File: config.mk
export PLATFORM = sky130hd
export DESIGN_NAME = sspc_top
export DESIGN_NICKNAME = d
export VERILOG_FILES = /design/src/verilog/sspc_pkg.sv /design/src/verilog/sspc_top.sv /design/src/verilog/sspc_tick_div.sv /design/src/verilog/sspc_persist.sv
export SDC_FILE = /design/constraint.sdc
export NUM_CORES = 1
export LEC_CHECK = 0
export ABC_AREA = 1
export BUFFER_PORTS_ARGS = -buffer_cell sky130_fd_sc_hd__buf_2
export CAP_MARGIN = 10
export CORE_UTILIZATION = 45
export DETAILED_ROUTE_END_ITERATION = 10
export GPL_ROUTABILITY_DRIVEN = 0
export HOLD_SLACK_MARGIN = 0.06
export PLACE_DENSITY = 0.76
export SKIP_LAST_GASP = 1
export SYNTH_ARGS = -nofsm -noshare
export SYNTH_HDL_FRONTEND = slang
export SYNTH_SLANG_ARGS = --single-unit
File: constraint.sdc
create_clock -name clk_sys -period 5.3 [get_ports clk_sys]
set_input_delay 1.06 -clock clk_sys [delete_from_list [all_inputs] [get_ports clk_sys]]
set_output_delay 1.06 -clock clk_sys [all_outputs]
set_load 0.02 [all_outputs]
File: src/verilog/sspc_pkg.sv
/*
 Constants, types and helpers shared by the sleep and shutdown power controller.
 Assumes one 200 MHz system clock and measurement results from the same clock domain.
*/
// Function
// - Sleep measurements repeat every configured whole second
// - Interval zero gives 250 ms measurements
// - Wake threshold is setting times 500 uV
// - Sleep exits when current magnitude exceeds wake threshold
// - Cell at threshold shuts down after 10 s
// - Only connected cell inputs are checked
// - Zero cell threshold disables cell shutdown
// - Stack at threshold shuts down after 10 s
// - Internal temperature at threshold shuts down
// - Auto re-shutdown after configured minutes post wake
// - Communication or current cancels pending auto shutdown
// - Zero minutes disables auto re-shutdown
// - Sleep current threshold blocks and exits sleep
`default_nettype none
package sspc_pkg;

    // ----------------------------------------
    // Timing
    // ----------------------------------------
    localparam int CLK_FREQ_KHZ  = 200000;
    localparam int TICK_MS       = 1;
    localparam int MS_TICK_CYC   = CLK_FREQ_KHZ * TICK_MS;
    localparam int MS_PER_SEC    = 1000;
    localparam int SLEEP_FAST_MS = 250;
    localparam int SHUT_DELAY_S  = 10;
    localparam int SEC_PER_MIN   = 60;
    localparam int WAKE_STEP_UV  = 500;
    localparam int N_CELLS       = 5;

    // ----------------------------------------
    // Register offsets
    // ----------------------------------------
    localparam logic [3:0] OFF_SLEEP_IVL  = 4'h0;
    localparam logic [3:0] OFF_WAKE_THR   = 4'h1;
    localparam logic [3:0] OFF_CELL_THR   = 4'h2;
    localparam logic [3:0] OFF_STACK_THR  = 4'h3;
    localparam logic [3:0] OFF_TEMP_THR   = 4'h4;
    localparam logic [3:0] OFF_AUTO_MIN   = 4'h5;
    localparam logic [3:0] OFF_SLEEP_CUR  = 4'h6;
    localparam logic [3:0] OFF_CELL_MASK  = 4'h7;
    localparam logic [3:0] OFF_CTRL       = 4'h8;
    localparam logic [3:0] OFF_STATUS     = 4'h9;

    // ----------------------------------------
    // Reset values and limits
    // ----------------------------------------
    localparam logic [7:0]  RST_SLEEP_IVL = 8'h05;
    localparam logic [7:0]  RST_WAKE_THR  = 8'h01;
    localparam logic [15:0] RST_CELL_THR  = 16'h0000;
    localparam logic [15:0] RST_STACK_THR = 16'h0000;
    localparam logic [7:0]  RST_TEMP_THR  = 8'h00;
    localparam logic [7:0]  RST_AUTO_MIN  = 8'h00;
    localparam logic [15:0] RST_SLEEP_CUR = 16'h0040;
    localparam logic [4:0]  RST_CELL_MASK = 5'h1F;
    localparam logic [7:0]  WAKE_SET_MIN  = 8'h01;
    localparam logic [7:0]  WAKE_SET_MAX  = 8'h0A;
    localparam logic [7:0]  TEMP_SET_MAX  = 8'h96;

    typedef enum logic [1:0] {MODE_NORMAL, MODE_SLEEP, MODE_SHUTDOWN} sspc_mode_t;

    // Magnitude of a signed 16-bit value
    function automatic logic [15:0] sspc_abs(input logic signed [15:0] v);
        sspc_abs = v[15] ? 16'(-v) : 16'(v);
    endfunction

    // Clamp a setting into a range
    function automatic logic [7:0] sspc_clamp(input logic [7:0] v, input logic [7:0] lo,
                                              input logic [7:0] hi);
        sspc_clamp = (v < lo) ? lo : ((v > hi) ? hi : v);
    endfunction

endpackage
`default_nettype wire

File: src/verilog/sspc_top.sv
/*
 Sleep and shutdown power controller: mode machine, sleep measurement pacing,
 wake comparator, shutdown thresholds and auto re-shutdown, with a register port.
 Assumes measurement results, communication and wake events come from clk_sys logic.
*/
`timescale 1ns/1ps
`default_nettype none
module sspc_top
    import sspc_pkg::*;
#(
    parameter int P_MS_CYCLES = MS_TICK_CYC,
    parameter int P_MS_PER_S  = MS_PER_SEC
)(
    // Clock and reset
    input  wire logic                     clk_sys,
    input  wire logic                     nrst,
    // Register port
    input  wire logic [3:0]               reg_addr,
    input  wire logic [15:0]              reg_wdata,
    input  wire logic                     reg_wr,
    input  wire logic                     reg_rd,
    output logic      [15:0]              reg_rdata,
    // Measurement results
    input  wire logic                     meas_valid,
    input  wire logic [N_CELLS*16-1:0]    cell_sense_input,
    input  wire logic [15:0]              stack_mv,
    input  wire logic [7:0]               int_temp_c,
    input  wire logic signed [15:0]       current_user,
    // Wake comparator and events
    input  wire logic signed [15:0]       sense_uv,
    input  wire logic                     comm_valid,
    input  wire logic                     wake_from_shutdown,
    // Power control
    output logic [1:0]                    power_mode,
    output logic                          sleep_meas_req
);

    // ----------------------------------------
    // State
    // ----------------------------------------
    logic [7:0]  ivl_reg,   ivl_next;
    logic [7:0]  wake_reg,  wake_next;
    logic [15:0] cthr_reg,  cthr_next;
    logic [15:0] sthr_reg,  sthr_next;
    logic [7:0]  tthr_reg,  tthr_next;
    logic [7:0]  amin_reg,  amin_next;
    logic [15:0] scur_reg,  scur_next;
    logic [4:0]  mask_reg,  mask_next;
    logic        slp_en_reg, slp_en_next;
    logic [15:0] rdata_next;
    sspc_mode_t  mode_reg,  mode_next;
    logic        req_next;
    logic [19:0] pace_reg,  pace_next;
    logic        cell_c_reg, cell_c_next;
    logic        stk_c_reg,  stk_c_next;
    logic        armed_reg,  armed_next;
    logic [7:0]  asec_reg,  asec_next;
    logic [7:0]  amin_cnt_reg, amin_cnt_next;
    logic        ms_tick;
    logic        sec_tick;
    logic        cell_exp;
    logic        stk_exp;
    logic        cell_hit;
    logic        wake_hit;
    logic        cur_over;
    logic [19:0] pace_end;
    logic        shut_now;

    sspc_tick_div #(.MS_CYCLES(P_MS_CYCLES), .MS_PER_S(P_MS_PER_S)) u_div (
        .clk_sys  (clk_sys),
        .nrst     (nrst),
        .ms_tick  (ms_tick),
        .sec_tick (sec_tick)
    );

    sspc_persist #(.DELAY_S(SHUT_DELAY_S)) u_cell_dly (
        .clk_sys  (clk_sys),
        .nrst     (nrst),
        .cond     (cell_c_reg),
        .sec_tick (sec_tick),
        .expired  (cell_exp)
    );

    sspc_persist #(.DELAY_S(SHUT_DELAY_S)) u_stack_dly (
        .clk_sys  (clk_sys),
        .nrst     (nrst),
        .cond     (stk_c_reg),
        .sec_tick (sec_tick),
        .expired  (stk_exp)
    );

    // ----------------------------------------
    // Comparisons
    // ----------------------------------------
    always_comb
    begin
        cell_hit = 1'b0;
        for (int i = 0; i < N_CELLS; i++)
        begin
            if (mask_reg[i] && ($signed(cell_sense_input[i*16 +: 16]) <= $signed(cthr_reg)))
            begin
                cell_hit = 1'b1;
            end
        end
    end

    assign wake_hit = sspc_abs(sense_uv) > 16'(wake_reg * WAKE_STEP_UV);
    assign cur_over = sspc_abs(current_user) > scur_reg;
    assign pace_end = (ivl_reg == 8'h00) ? 20'(SLEEP_FAST_MS - 1)
                                         : 20'(ivl_reg * P_MS_PER_S - 1);
    assign shut_now = cell_exp || stk_exp
                   || (meas_valid && tthr_reg != 8'h00 && int_temp_c >= tthr_reg)
                   || (armed_reg && amin_cnt_reg >= amin_reg && amin_reg != 8'h00);

    // ----------------------------------------
    // Registers and bus
    // ----------------------------------------
    always_comb
    begin
        ivl_next    = ivl_reg;
        wake_next   = wake_reg;
        cthr_next   = cthr_reg;
        sthr_next   = sthr_reg;
        tthr_next   = tthr_reg;
        amin_next   = amin_reg;
        scur_next   = scur_reg;
        mask_next   = mask_reg;
        slp_en_next = slp_en_reg;
        rdata_next  = 16'h0000;
        if (reg_wr)
        begin
            case (reg_addr)
                OFF_SLEEP_IVL: ivl_next    = reg_wdata[7:0];
                OFF_WAKE_THR:  wake_next   = sspc_clamp(reg_wdata[7:0], WAKE_SET_MIN,
                                                        WAKE_SET_MAX);
                OFF_CELL_THR:  cthr_next   = reg_wdata;
                OFF_STACK_THR: sthr_next   = reg_wdata;
                OFF_TEMP_THR:  tthr_next   = sspc_clamp(reg_wdata[7:0], 8'h00, TEMP_SET_MAX);
                OFF_AUTO_MIN:  amin_next   = reg_wdata[7:0];
                OFF_SLEEP_CUR: scur_next   = {1'b0, reg_wdata[14:0]};
                OFF_CELL_MASK: mask_next   = reg_wdata[4:0];
                OFF_CTRL:      slp_en_next = reg_wdata[0];
                default:       ;
            endcase
        end
        if (reg_rd)
        begin
            case (reg_addr)
                OFF_SLEEP_IVL: rdata_next = {8'h00, ivl_reg};
                OFF_WAKE_THR:  rdata_next = {8'h00, wake_reg};
                OFF_CELL_THR:  rdata_next = cthr_reg;
                OFF_STACK_THR: rdata_next = sthr_reg;
                OFF_TEMP_THR:  rdata_next = {8'h00, tthr_reg};
                OFF_AUTO_MIN:  rdata_next = {8'h00, amin_reg};
                OFF_SLEEP_CUR: rdata_next = scur_reg;
                OFF_CELL_MASK: rdata_next = {11'h000, mask_reg};
                OFF_CTRL:      rdata_next = {15'h0000, slp_en_reg};
                OFF_STATUS:    rdata_next = {11'h000, stk_c_reg, cell_c_reg, armed_reg,
                                             2'(mode_reg)};
                default:       rdata_next = 16'h0000;
            endcase
        end
    end

    // ----------------------------------------
    // Mode machine and timers
    // ----------------------------------------
    always_comb
    begin
        mode_next     = mode_reg;
        req_next      = 1'b0;
        pace_next     = pace_reg;
        cell_c_next   = cell_c_reg;
        stk_c_next    = stk_c_reg;
        armed_next    = armed_reg;
        asec_next     = asec_reg;
        amin_cnt_next = amin_cnt_reg;
        if (meas_valid)
        begin
            cell_c_next = (cthr_reg != 16'h0000) && cell_hit;
            stk_c_next  = (sthr_reg != 16'h0000) && (stack_mv <= sthr_reg);
        end
        if (armed_reg && sec_tick)
        begin
            if (asec_reg >= 8'(SEC_PER_MIN - 1))
            begin
                asec_next     = 8'h00;
                amin_cnt_next = amin_cnt_reg + 8'h01;
            end
            else
            begin
                asec_next = asec_reg + 8'h01;
            end
        end
        if (comm_valid || (meas_valid && cur_over))
        begin
            armed_next = 1'b0;
        end
        case (mode_reg)
            MODE_NORMAL:
            begin
                pace_next = 20'h00000;
                if (shut_now)
                begin
                    mode_next = MODE_SHUTDOWN;
                end
                else if (slp_en_reg && !cur_over && !wake_hit)
                begin
                    mode_next = MODE_SLEEP;
                end
            end
            MODE_SLEEP:
            begin
                if (ms_tick)
                begin
                    if (pace_reg >= pace_end)
                    begin
                        pace_next = 20'h00000;
                        req_next  = 1'b1;
                    end
                    else
                    begin
                        pace_next = pace_reg + 20'h00001;
                    end
                end
                if (shut_now)
                begin
                    mode_next = MODE_SHUTDOWN;
                end
                else if (wake_hit || (meas_valid && cur_over) || !slp_en_reg)
                begin
                    mode_next = MODE_NORMAL;
                end
            end
            MODE_SHUTDOWN:
            begin
                cell_c_next = 1'b0;
                stk_c_next  = 1'b0;
                armed_next  = 1'b0;
                if (wake_from_shutdown)
                begin
                    mode_next     = MODE_NORMAL;
                    armed_next    = (amin_reg != 8'h00);
                    asec_next     = 8'h00;
                    amin_cnt_next = 8'h00;
                end
            end
            default:
            begin
                mode_next = MODE_NORMAL;
            end
        endcase
    end

    always_ff @(posedge clk_sys or negedge nrst)
    begin
        if (!nrst)
        begin
            ivl_reg        <= RST_SLEEP_IVL;
            wake_reg       <= RST_WAKE_THR;
            cthr_reg       <= RST_CELL_THR;
            sthr_reg       <= RST_STACK_THR;
            tthr_reg       <= RST_TEMP_THR;
            amin_reg       <= RST_AUTO_MIN;
            scur_reg       <= RST_SLEEP_CUR;
            mask_reg       <= RST_CELL_MASK;
            slp_en_reg     <= 1'b0;
            reg_rdata      <= 16'h0000;
            mode_reg       <= MODE_NORMAL;
            sleep_meas_req <= 1'b0;
            power_mode     <= 2'h0;
            pace_reg       <= 20'h00000;
            cell_c_reg     <= 1'b0;
            stk_c_reg      <= 1'b0;
            armed_reg      <= 1'b0;
            asec_reg       <= 8'h00;
            amin_cnt_reg   <= 8'h00;
        end
        else
        begin
            ivl_reg        <= ivl_next;
            wake_reg       <= wake_next;
            cthr_reg       <= cthr_next;
            sthr_reg       <= sthr_next;
            tthr_reg       <= tthr_next;
            amin_reg       <= amin_next;
            scur_reg       <= scur_next;
            mask_reg       <= mask_next;
            slp_en_reg     <= slp_en_next;
            reg_rdata      <= rdata_next;
            mode_reg       <= mode_next;
            sleep_meas_req <= req_next;
            power_mode     <= 2'(mode_next);
            pace_reg       <= pace_next;
            cell_c_reg     <= cell_c_next;
            stk_c_reg      <= stk_c_next;
            armed_reg      <= armed_next;
            asec_reg       <= asec_next;
            amin_cnt_reg   <= amin_cnt_next;
        end
    end
endmodule
`default_nettype wire

File: src/verilog/sspc_tick_div.sv
/*
 Divider making one-cycle millisecond and second enables from the system clock.
 Assumes a free-running clk_sys.
*/
`timescale 1ns/1ps
`default_nettype none
module sspc_tick_div
    import sspc_pkg::*;
#(
    parameter int MS_CYCLES = MS_TICK_CYC,
    parameter int MS_PER_S  = MS_PER_SEC
)(
    // Clock and reset
    input  wire logic clk_sys,
    input  wire logic nrst,
    // Enables
    output logic      ms_tick,
    output logic      sec_tick
);

    logic [31:0] cyc_reg;
    logic [31:0] cyc_next;
    logic [31:0] ms_reg;
    logic [31:0] ms_next;
    logic        ms_tick_next;
    logic        sec_tick_next;

    always_comb
    begin
        cyc_next      = cyc_reg + 32'h1;
        ms_next       = ms_reg;
        ms_tick_next  = 1'b0;
        sec_tick_next = 1'b0;
        if (cyc_reg >= 32'(MS_CYCLES - 1))
        begin
            cyc_next     = 32'h0;
            ms_tick_next = 1'b1;
            ms_next      = ms_reg + 32'h1;
            if (ms_reg >= 32'(MS_PER_S - 1))
            begin
                ms_next       = 32'h0;
                sec_tick_next = 1'b1;
            end
        end
    end

    always_ff @(posedge clk_sys or negedge nrst)
    begin
        if (!nrst)
        begin
            cyc_reg  <= 32'h0;
            ms_reg   <= 32'h0;
            ms_tick  <= 1'b0;
            sec_tick <= 1'b0;
        end
        else
        begin
            cyc_reg  <= cyc_next;
            ms_reg   <= ms_next;
            ms_tick  <= ms_tick_next;
            sec_tick <= sec_tick_next;
        end
    end

endmodule
`default_nettype wire

File: src/verilog/sspc_persist.sv
/*
 Persistence timer: fires when a condition has held for DELAY_S whole seconds.
 Assumes cond is a registered level and sec_tick a one-cycle enable.
*/
`timescale 1ns/1ps
`default_nettype none
module sspc_persist
    import sspc_pkg::*;
#(
    parameter int DELAY_S = SHUT_DELAY_S
)(
    // Clock and reset
    input  wire logic clk_sys,
    input  wire logic nrst,
    // Condition and time base
    input  wire logic cond,
    input  wire logic sec_tick,
    // Result
    output logic      expired
);

    logic [7:0] sec_reg;
    logic [7:0] sec_next;
    logic       expired_next;

    always_comb
    begin
        sec_next     = sec_reg;
        expired_next = 1'b0;
        if (!cond)
        begin
            sec_next = 8'h00;
        end
        else if (sec_tick)
        begin
            if (sec_reg >= 8'(DELAY_S - 1))
            begin
                expired_next = 1'b1;
                sec_next     = 8'h00;
            end
            else
            begin
                sec_next = sec_reg + 8'h01;
            end
        end
    end

    always_ff @(posedge clk_sys or negedge nrst)
    begin
        if (!nrst)
        begin
            sec_reg <= 8'h00;
            expired <= 1'b0;
        end
        else
        begin
            sec_reg <= sec_next;
            expired <= expired_next;
        end
    end

endmodule
`default_nettype wire

==> impl_results.md, run 1 <==
* Outcome: finished with violations
* Failing checks: negative setup slack
* Commonest cells after routing, fill and taps aside: 416 x nand2_1, 369 x inv_1, 239 x ha_1, 215 x dfrtp_1, 180 x buf_2
* XOR/XNOR Fraction of Synth Area at 3.83%
* Area leader, netlist: dfrtp_1
* Fin area at 0.0208 sq mm
* DP Worst Slack at -0.395 ns
* Worst Setup SP: ivl_reg[2]
* # fillers at 3492
* Static Leak at 10.8 nW
* Router iterations before antenna repair at 8
* Vias in the first global route at 16300
* Worst Setup End Kind: flop
* Simple-gate share of the synthesized area at 20.9%
* Slew Limit Fails at 0
* # IOs at 182
* Seq cells post-synth at 227
* RSZ-0062 raised after global routing: true
* Distinct cells, synth at 57
* Sequential-to-total area share from yosys stat at 32.1%
* Worst-Skew Late Latency at 0.53 ns
* Final ANT Viol Nets at 0
* Post-Syn Area per Cell at 7.92 sq um
* Core Box Area at a little under 0.04 sq mm
* Die W at between 200 and 250 um
* CP Max Fanout at 8
* WS Path Type: flop to flop
* Share of layout cells above drive strength 1 at approximately 15%
* Flop2flop setup slack at -0.21 ns
* End of the worst hold path: u_div.cyc_reg[0]
* Largest net degree at the start of global routing at between 150 and 200
* Total Wirelength at 47.7 mm
* Gate Count Post-Synth at 2243
* Power Dens Cells at 490 mW/mm^2
* Worst reg-to-reg path cell count at 25
* Overflow after GRT at 0
* Crit start category: flop
* Max Clk Rate at 181 MHz
* Hold path start: u_div.cyc_reg[0]
* Nets at around 3000
* Row count at 72
* Slew @ Worst Pin at just over 1 ns
* Routed WL per cell at 15.7 um
* Worst hold path cell count at 1
* Final worst setup slack at -0.214 ns
* Via count at 16300
* RR Endpoint: pace_reg[3]
* Core Util, Final at 53.7%
* WP data required at 5.73 ns
* CTS buffer count at 25
* CTS tree: built
* Die Height at 201 um
* Fin crit period at between 5 and 6 ns
* Rel. slew slack at a little under a third
* Final Power at ~10 mW
* Drt via density at 5.37
* Hold Slack at ~0.45 ns
* Area Overhead vs Synth at 17.1%
* Synth Area in Compound Gates at 11.9%
* Adder-cell share of the synthesized area at 22.3%
* Final setup vio count at 21
* Hold/Removal Path Class: flop to flop
* Max IR drop VDD at about 0.00052 V
* Clock transition at path regs at roughly 0.060 ns
* Worst Skew at between 0.015 and 0.02 ns
* H-tree levels at 1
* First-pass GRT wire length at 77.9 mm
* Synth Flop Type: dfrtp_1
* Initial antenna violation count at 6
* Max Cap Viol at 0
* Critical Path AT at 5.94 ns
* Period utilization at 104%
* Critical R2R Launch: ivl_reg[2]
* Area contributors post-synth: dfrtp_1 31%, ha_1 17%, nand2_1 8.9%
* Hold Vio Cnt, Final at 0
* Placed Area at 0.0196 sq mm
* FFs w/ async S/R, synth at 100%
* # clock sinks at roughly 230
* Initial core utilization at 45.8%
* YS warnings at 0
* Yosys top cell area share at just over 30%
* DRC errors left at 0
* Initial DRC count at 1398
* GRT Util Overall at 23.4%
* Root Buffer: clkbuf_16
* Synthesized area at 0.0178 sq mm
* Commonest non-fill, non-tap cell in the layout: nand2_1
* Post-synth EDFFs at 0
* Clk buf depth at 3
* Port-buffer cells at ~180
* Detail Placement HPWL at 36.6 mm
* Largest family of logic cells by synthesized area: adder cells
* Proportion of synthesized area in mux cells at 0.0564%
* Die area at about 0.040 sq mm
[synthesized netlist by cell type (all sizes together), types with 4 or more instances]
cell type and count:
a21o 7, a21oi 136, a31oi 4, buf 10
clkbuf 18, dfrtp 218, dfstp 9, fa 43
ha 248, inv 383, nand2 424, nand3 111
nand4 49, nor2 189, nor3 43, nor3b 6
nor4 26, o211ai 5, o21a 8, o21ai 154
o21bai 9, o221ai 4, o22ai 42, xnor2 19
xor2 54
[stage by stage]
stage	TNS (ns)	cells
floorplan	0	2256
global placement	-2.37	2970
detailed placement	-6.38	2970
CTS	-1.13	3025
global route	-9.17	3040
finish	-3.65	3040
[where the power goes]
group	switching [mW]	internal [mW]	total [mW]
combinational	3.73	2.70	6.43
clock	0.727	0.932	1.66
sequential	0.168	1.94	2.10
[area by class of cell]
class | instances | area, sq um | share of cell area [%]
diodes | 6 | 15.0 | 0.0722
clock buffers | 34 | 699 | 3.36
clock inverters | 12 | 78.8 | 0.379
inverters | 385 | 1450 | 6.97
multi-input cells | 1617 | 10800 | 52.0
flip-flops and latches | 227 | 5700 | 27.4
well taps | 518 | 648 | 3.12
repair buffers | 241 | 1390 | 6.67
[worst max-delay path, stage by stage, from the launching register on]
cell and delay, ns:
dfstp_2 0.59, fa_1 0.46, xor2_1 0.16, ha_1 0.30, fa_1 0.50, inv_1 0.06, fa_1 0.52, inv_2 0.05
ha_4 0.23, a21oi_4 0.18, nand2_4 0.10, a21oi_2 0.16, xor2_1 0.25, inv_1 0.11, nor2_4 0.13, nand3_4 0.10
nor2_4 0.13, nand4_1 0.14, ha_1 0.38, a21oi_1 0.12, o21ai_1 0.09, nor2_1 0.14, nand3_2 0.13, inv_4 0.15
nand2_8 0.09, o22ai_1 0.15
[metal layers]
| metal | vias to the layer above | wire (um) | GRT usage [%] |
|---|---|---|---|
| met2 | 624 | 23300 | 41.0 |
| met1 | 7700 | 19400 | 29.0 |
| li1 | 7902 | - | - |
| met5 | - | 0 | 0 |
| met3 | 110 | 3460 | 3.78 |
| met4 | 0 | 1550 | 8.70 |
[cell families after synthesis]
group / after synthesis
buffers and inverters: 413
multiplexers: 1
AND/OR/NAND/NOR: 855
adder cells (fa/ha/maj): 291
AO/OA/AOI/OAI: 382
other: 1
XOR/XNOR: 73
flip-flops: 227
[worst max-delay path by stage]
stage / depth (start not counted) / to / slack, ns
after floorplan: 26 / pace_reg[0] / 0.008
after global placement: 25 / pace_reg[6] / -0.17
after detailed placement: 25 / pace_reg[6] / -0.40
after CTS: 25 / pace_reg[0] / -0.09
after global routing: 28 / pace_reg[12] / -0.47
final: 25 / pace_reg[3] / -0.21
[what timing repair did]
| item | 4_1_cts | 5_1_grt |
|---|---|---|
| cloned | 1 | 0 |
| hold endpoints to repair | 0 | 0 |
| pin swaps | 26 | 33 |
| gates resized for setup | 32 | 35 |
| hold buffers | 0 | 0 |
| buffers inserted | 8 | 9 |
| endpoints found under the setup margin | 22 | 22 |
Note: power is estimated with default switching activity, not from simulation.
==> inputs of run 2 (changes only) <==
--- a/config.mk
+++ b/config.mk
@@ -13,6 +13,7 @@
 export GPL_ROUTABILITY_DRIVEN = 0
 export HOLD_SLACK_MARGIN = 0.06
 export PLACE_DENSITY = 0.76
+export SKIP_CTS_REPAIR_TIMING = 1
 export SKIP_LAST_GASP = 1
 export SYNTH_ARGS = -nofsm -noshare
 export SYNTH_HDL_FRONTEND = slang
==> run 2 against run 1 <==
  * The run still ends with negative setup slack left
  * Cell count is 0.33% lower
  * First-iteration DRC count is 2.1% lower
  * Via count fell by 0.36%
  * Sequential share of layout area up 0.15 points
  * Cell area shrank 0.58%
  * Worst hold slack about the same
  * Critical path depth is the same
==> impl_results.md, run 2 (same netlist as run 1, synthesis figures left out) <==
* Outcome: finished with violations (unchanged)
* Failing checks: negative setup slack (unchanged)
* Flop2flop setup slack at -0.20 ns (was -0.21 ns)
* Die area at 0.0403 sq mm (unchanged)
* CTS buffer count at 25 (unchanged)
* Clock power frac at 16.8% (was 16.3%)
* Vias in the first global route at 16100 (was 16300)
* Rel. slew slack at 30.1% (was 31.4%)
* Critical Path AT at 5.88 ns (was 5.94 ns)
* Initial antenna violation count at 6 (unchanged)
* Power Dens Cells at 477 mW/mm^2 (was 490 mW/mm^2)
* Flop pwr share at 21.3% (was 20.6%)
* Routed WL per cell at 15.5 um (was 15.7 um)
* Via count at 16300 (about the same)
* Worst-Skew Late Latency at 0.53 ns (about the same)
* Final worst setup slack at -0.205 ns (was -0.214 ns)
* Critical path's slowest cell: dfstp_2 (unchanged)
* Static Leak at 10.8 nW (about the same)
* Switching power of the nets at 4.47 mW (was 4.62 mW)
* First-pass GRT wire length at 77.1 mm (was 77.9 mm)
* Sequential Area at 0.00569 sq mm (was 0.00570 sq mm)
* Commonest cells after routing, fill and taps aside: 415 x nand2_1, 370 x inv_1, 241 x ha_1, 216 x dfrtp_1, 180 x buf_2 (was 416 x nand2_1, 369 x inv_1, 239 x ha_1, 215 x dfrtp_1, 180 x buf_2)
* CTS tree: built (unchanged)
* Slew @ Worst Pin at 1.05 ns (was 1.03 ns)
* Row count at 72 (unchanged)
* Crit-path max cell delay at 0.59 ns (about the same)
* Period utilization at 104% (about the same)
* Area Overhead vs Synth at 16.5% (was 17.1%)
* Core Util, Final at 53.4% (was 53.7%)
* Max IR drop VDD at 0.000517 V (was 0.000521 V)
* Detail Placement HPWL at 36.6 mm (unchanged)
* Worst Skew at 0.0174 ns (was 0.0179 ns)
* CP Max Fanout at 5 (was 8)
* Hold Vio Cnt, Final at 0 (unchanged)
* Multi-input gate area at 0.0108 sq mm (about the same)
* DRC errors left at 0 (unchanged)
* Crit start category: flop (unchanged)
* Hold Slack at 0.450 ns (about the same)
* Combinational share of power at 61.9% (was 63.1%)
* Nets at 2941 (was 2951)
* Final TNS setup at -3.74 ns (was -3.65 ns)
* Router iterations before antenna repair at 8 (unchanged)
* Drt via density at 5.37 (about the same)
* Fin crit period at 5.50 ns (was 5.51 ns)
* Clock transition at path regs at 0.06 ns (about the same)
* WS Path Type: flop to flop (unchanged)
* Root Buffer: clkbuf_16 (unchanged)
* DP Worst Slack at -0.395 ns (unchanged)
* Max Clk Rate at 182 MHz (was 181 MHz)
* Initial DRC count at 1369 (was 1398)
* Max Cap Viol at 0 (unchanged)
* Share of layout cells above drive strength 1 at 14.3% (was 14.9%)
* Initial core utilization at 45.8% (unchanged)
* Die W at 201 um (unchanged)
* Hold/Removal Path Class: flop to flop (unchanged)
* H-tree levels at 1 (unchanged)
* Worst Setup End Kind: flop (unchanged)
* Core Box Area at 0.0387 sq mm (unchanged)
* Slew Limit Fails at 0 (unchanged)
* Commonest non-fill, non-tap cell in the layout: nand2_1 (unchanged)
* Largest net degree at the start of global routing at 155 (unchanged)
* Clk buf depth at 3 (unchanged)
* # fillers at 3496 (was 3492)
* Die Height at 201 um (unchanged)
* Switch share at 45.3% (was 45.4%)
* Final Non-Filler Cells at 3030 (was 3040)
* Final setup vio count at 21 (unchanged)
* Placed insts at 2970 (unchanged)
* Final ANT Viol Nets at 0 (unchanged)
* RSZ-0062 raised after global routing: true (unchanged)
* GRT Util Overall at 23.2% (was 23.4%)
* # clock sinks at 227 (unchanged)
* Int Pwr at 5.39 mW (was 5.56 mW)
* WP data required at 5.67 ns (was 5.73 ns)
* # IOs at 182 (unchanged)
* Total Wirelength at 47.0 mm (was 47.7 mm)
* Port-buffer cells at 181 (unchanged)
* Overflow after GRT at 0 (unchanged)
==> run 2: changes by cell type in the layout (fill, tap and decap cells not counted), moves of 2 or more <==
cell,change
buf_6,-2
nor2_2,+2
ha_1,+2
ha_4,-2
o21ai_2,-2
buf_4,-8
inv_4,-2
==> run 2: routing by layer <==
layer | GRT usage, % | routed length, um | vias up
li1 | - | - | 7892
met1 | 28.9 | 19400 | 7699
met2 | 40.3 | 22900 | 566
met3 | 3.75 | 3090 | 120
met4 | 8.56 | 1630 | 0
met5 | 0 | 0 | -
==> run 2: per-stage QoR <==
step / instance area [sq um] / power [mW]
after floorplan: 17800 / 6.11
after global placement: 19600 / 7.48
after detailed placement: 19600 / 7.72
after CTS: 20400 / 9.41
after global routing: 20700 / 10.8
final: 20700 / 9.86
==> run 2: critical path: cells and delay by family (launching register included) <==
kind | cells | cell delay [ns]
simple gates | 10 | 1.27
compound gates | 3 | 0.45
flops | 1 | 0.59
fa+ha+maj | 6 | 2.38
buf+inv | 4 | 0.25
xor+xnor | 2 | 0.40
==> run 2: path summary, 6_finish.rpt <==
kind	from	end	cells past startpoint
min	u_div.cyc_reg[0]	u_div.cyc_reg[0]	1
min in group asynchronous	nrst	scur_reg[11]	1
min reg2reg	u_div.cyc_reg[0]	u_div.cyc_reg[0]	1
max reg2reg	ivl_reg[2]	pace_reg[19]	25
max in group asynchronous	nrst	pace_reg[15]	2
max	ivl_reg[2]	pace_reg[19]	25
==> run 2: layout make-up <==
type / count / area share [%]
clock inverters: 12 / 0.381
repair buffers: 231 / 6.31
diodes: 6 / 0.0726
well taps: 518 / 3.13
inverters: 385 / 7.03
clock buffers: 34 / 3.38
flip-flops and latches: 227 / 27.5
multi-input cells: 1617 / 52.2
==> run 2: power by group through the flow <==
stage               logic [mW]  clock network, mW  registers [mW]
finish                    6.11               1.65            2.10
global route              6.94               1.75            2.12
CTS                       5.64               1.68            2.09
detailed placement        5.60                  0            2.12
global placement          5.37                  0            2.11
floorplan                 4.00                  0            2.11
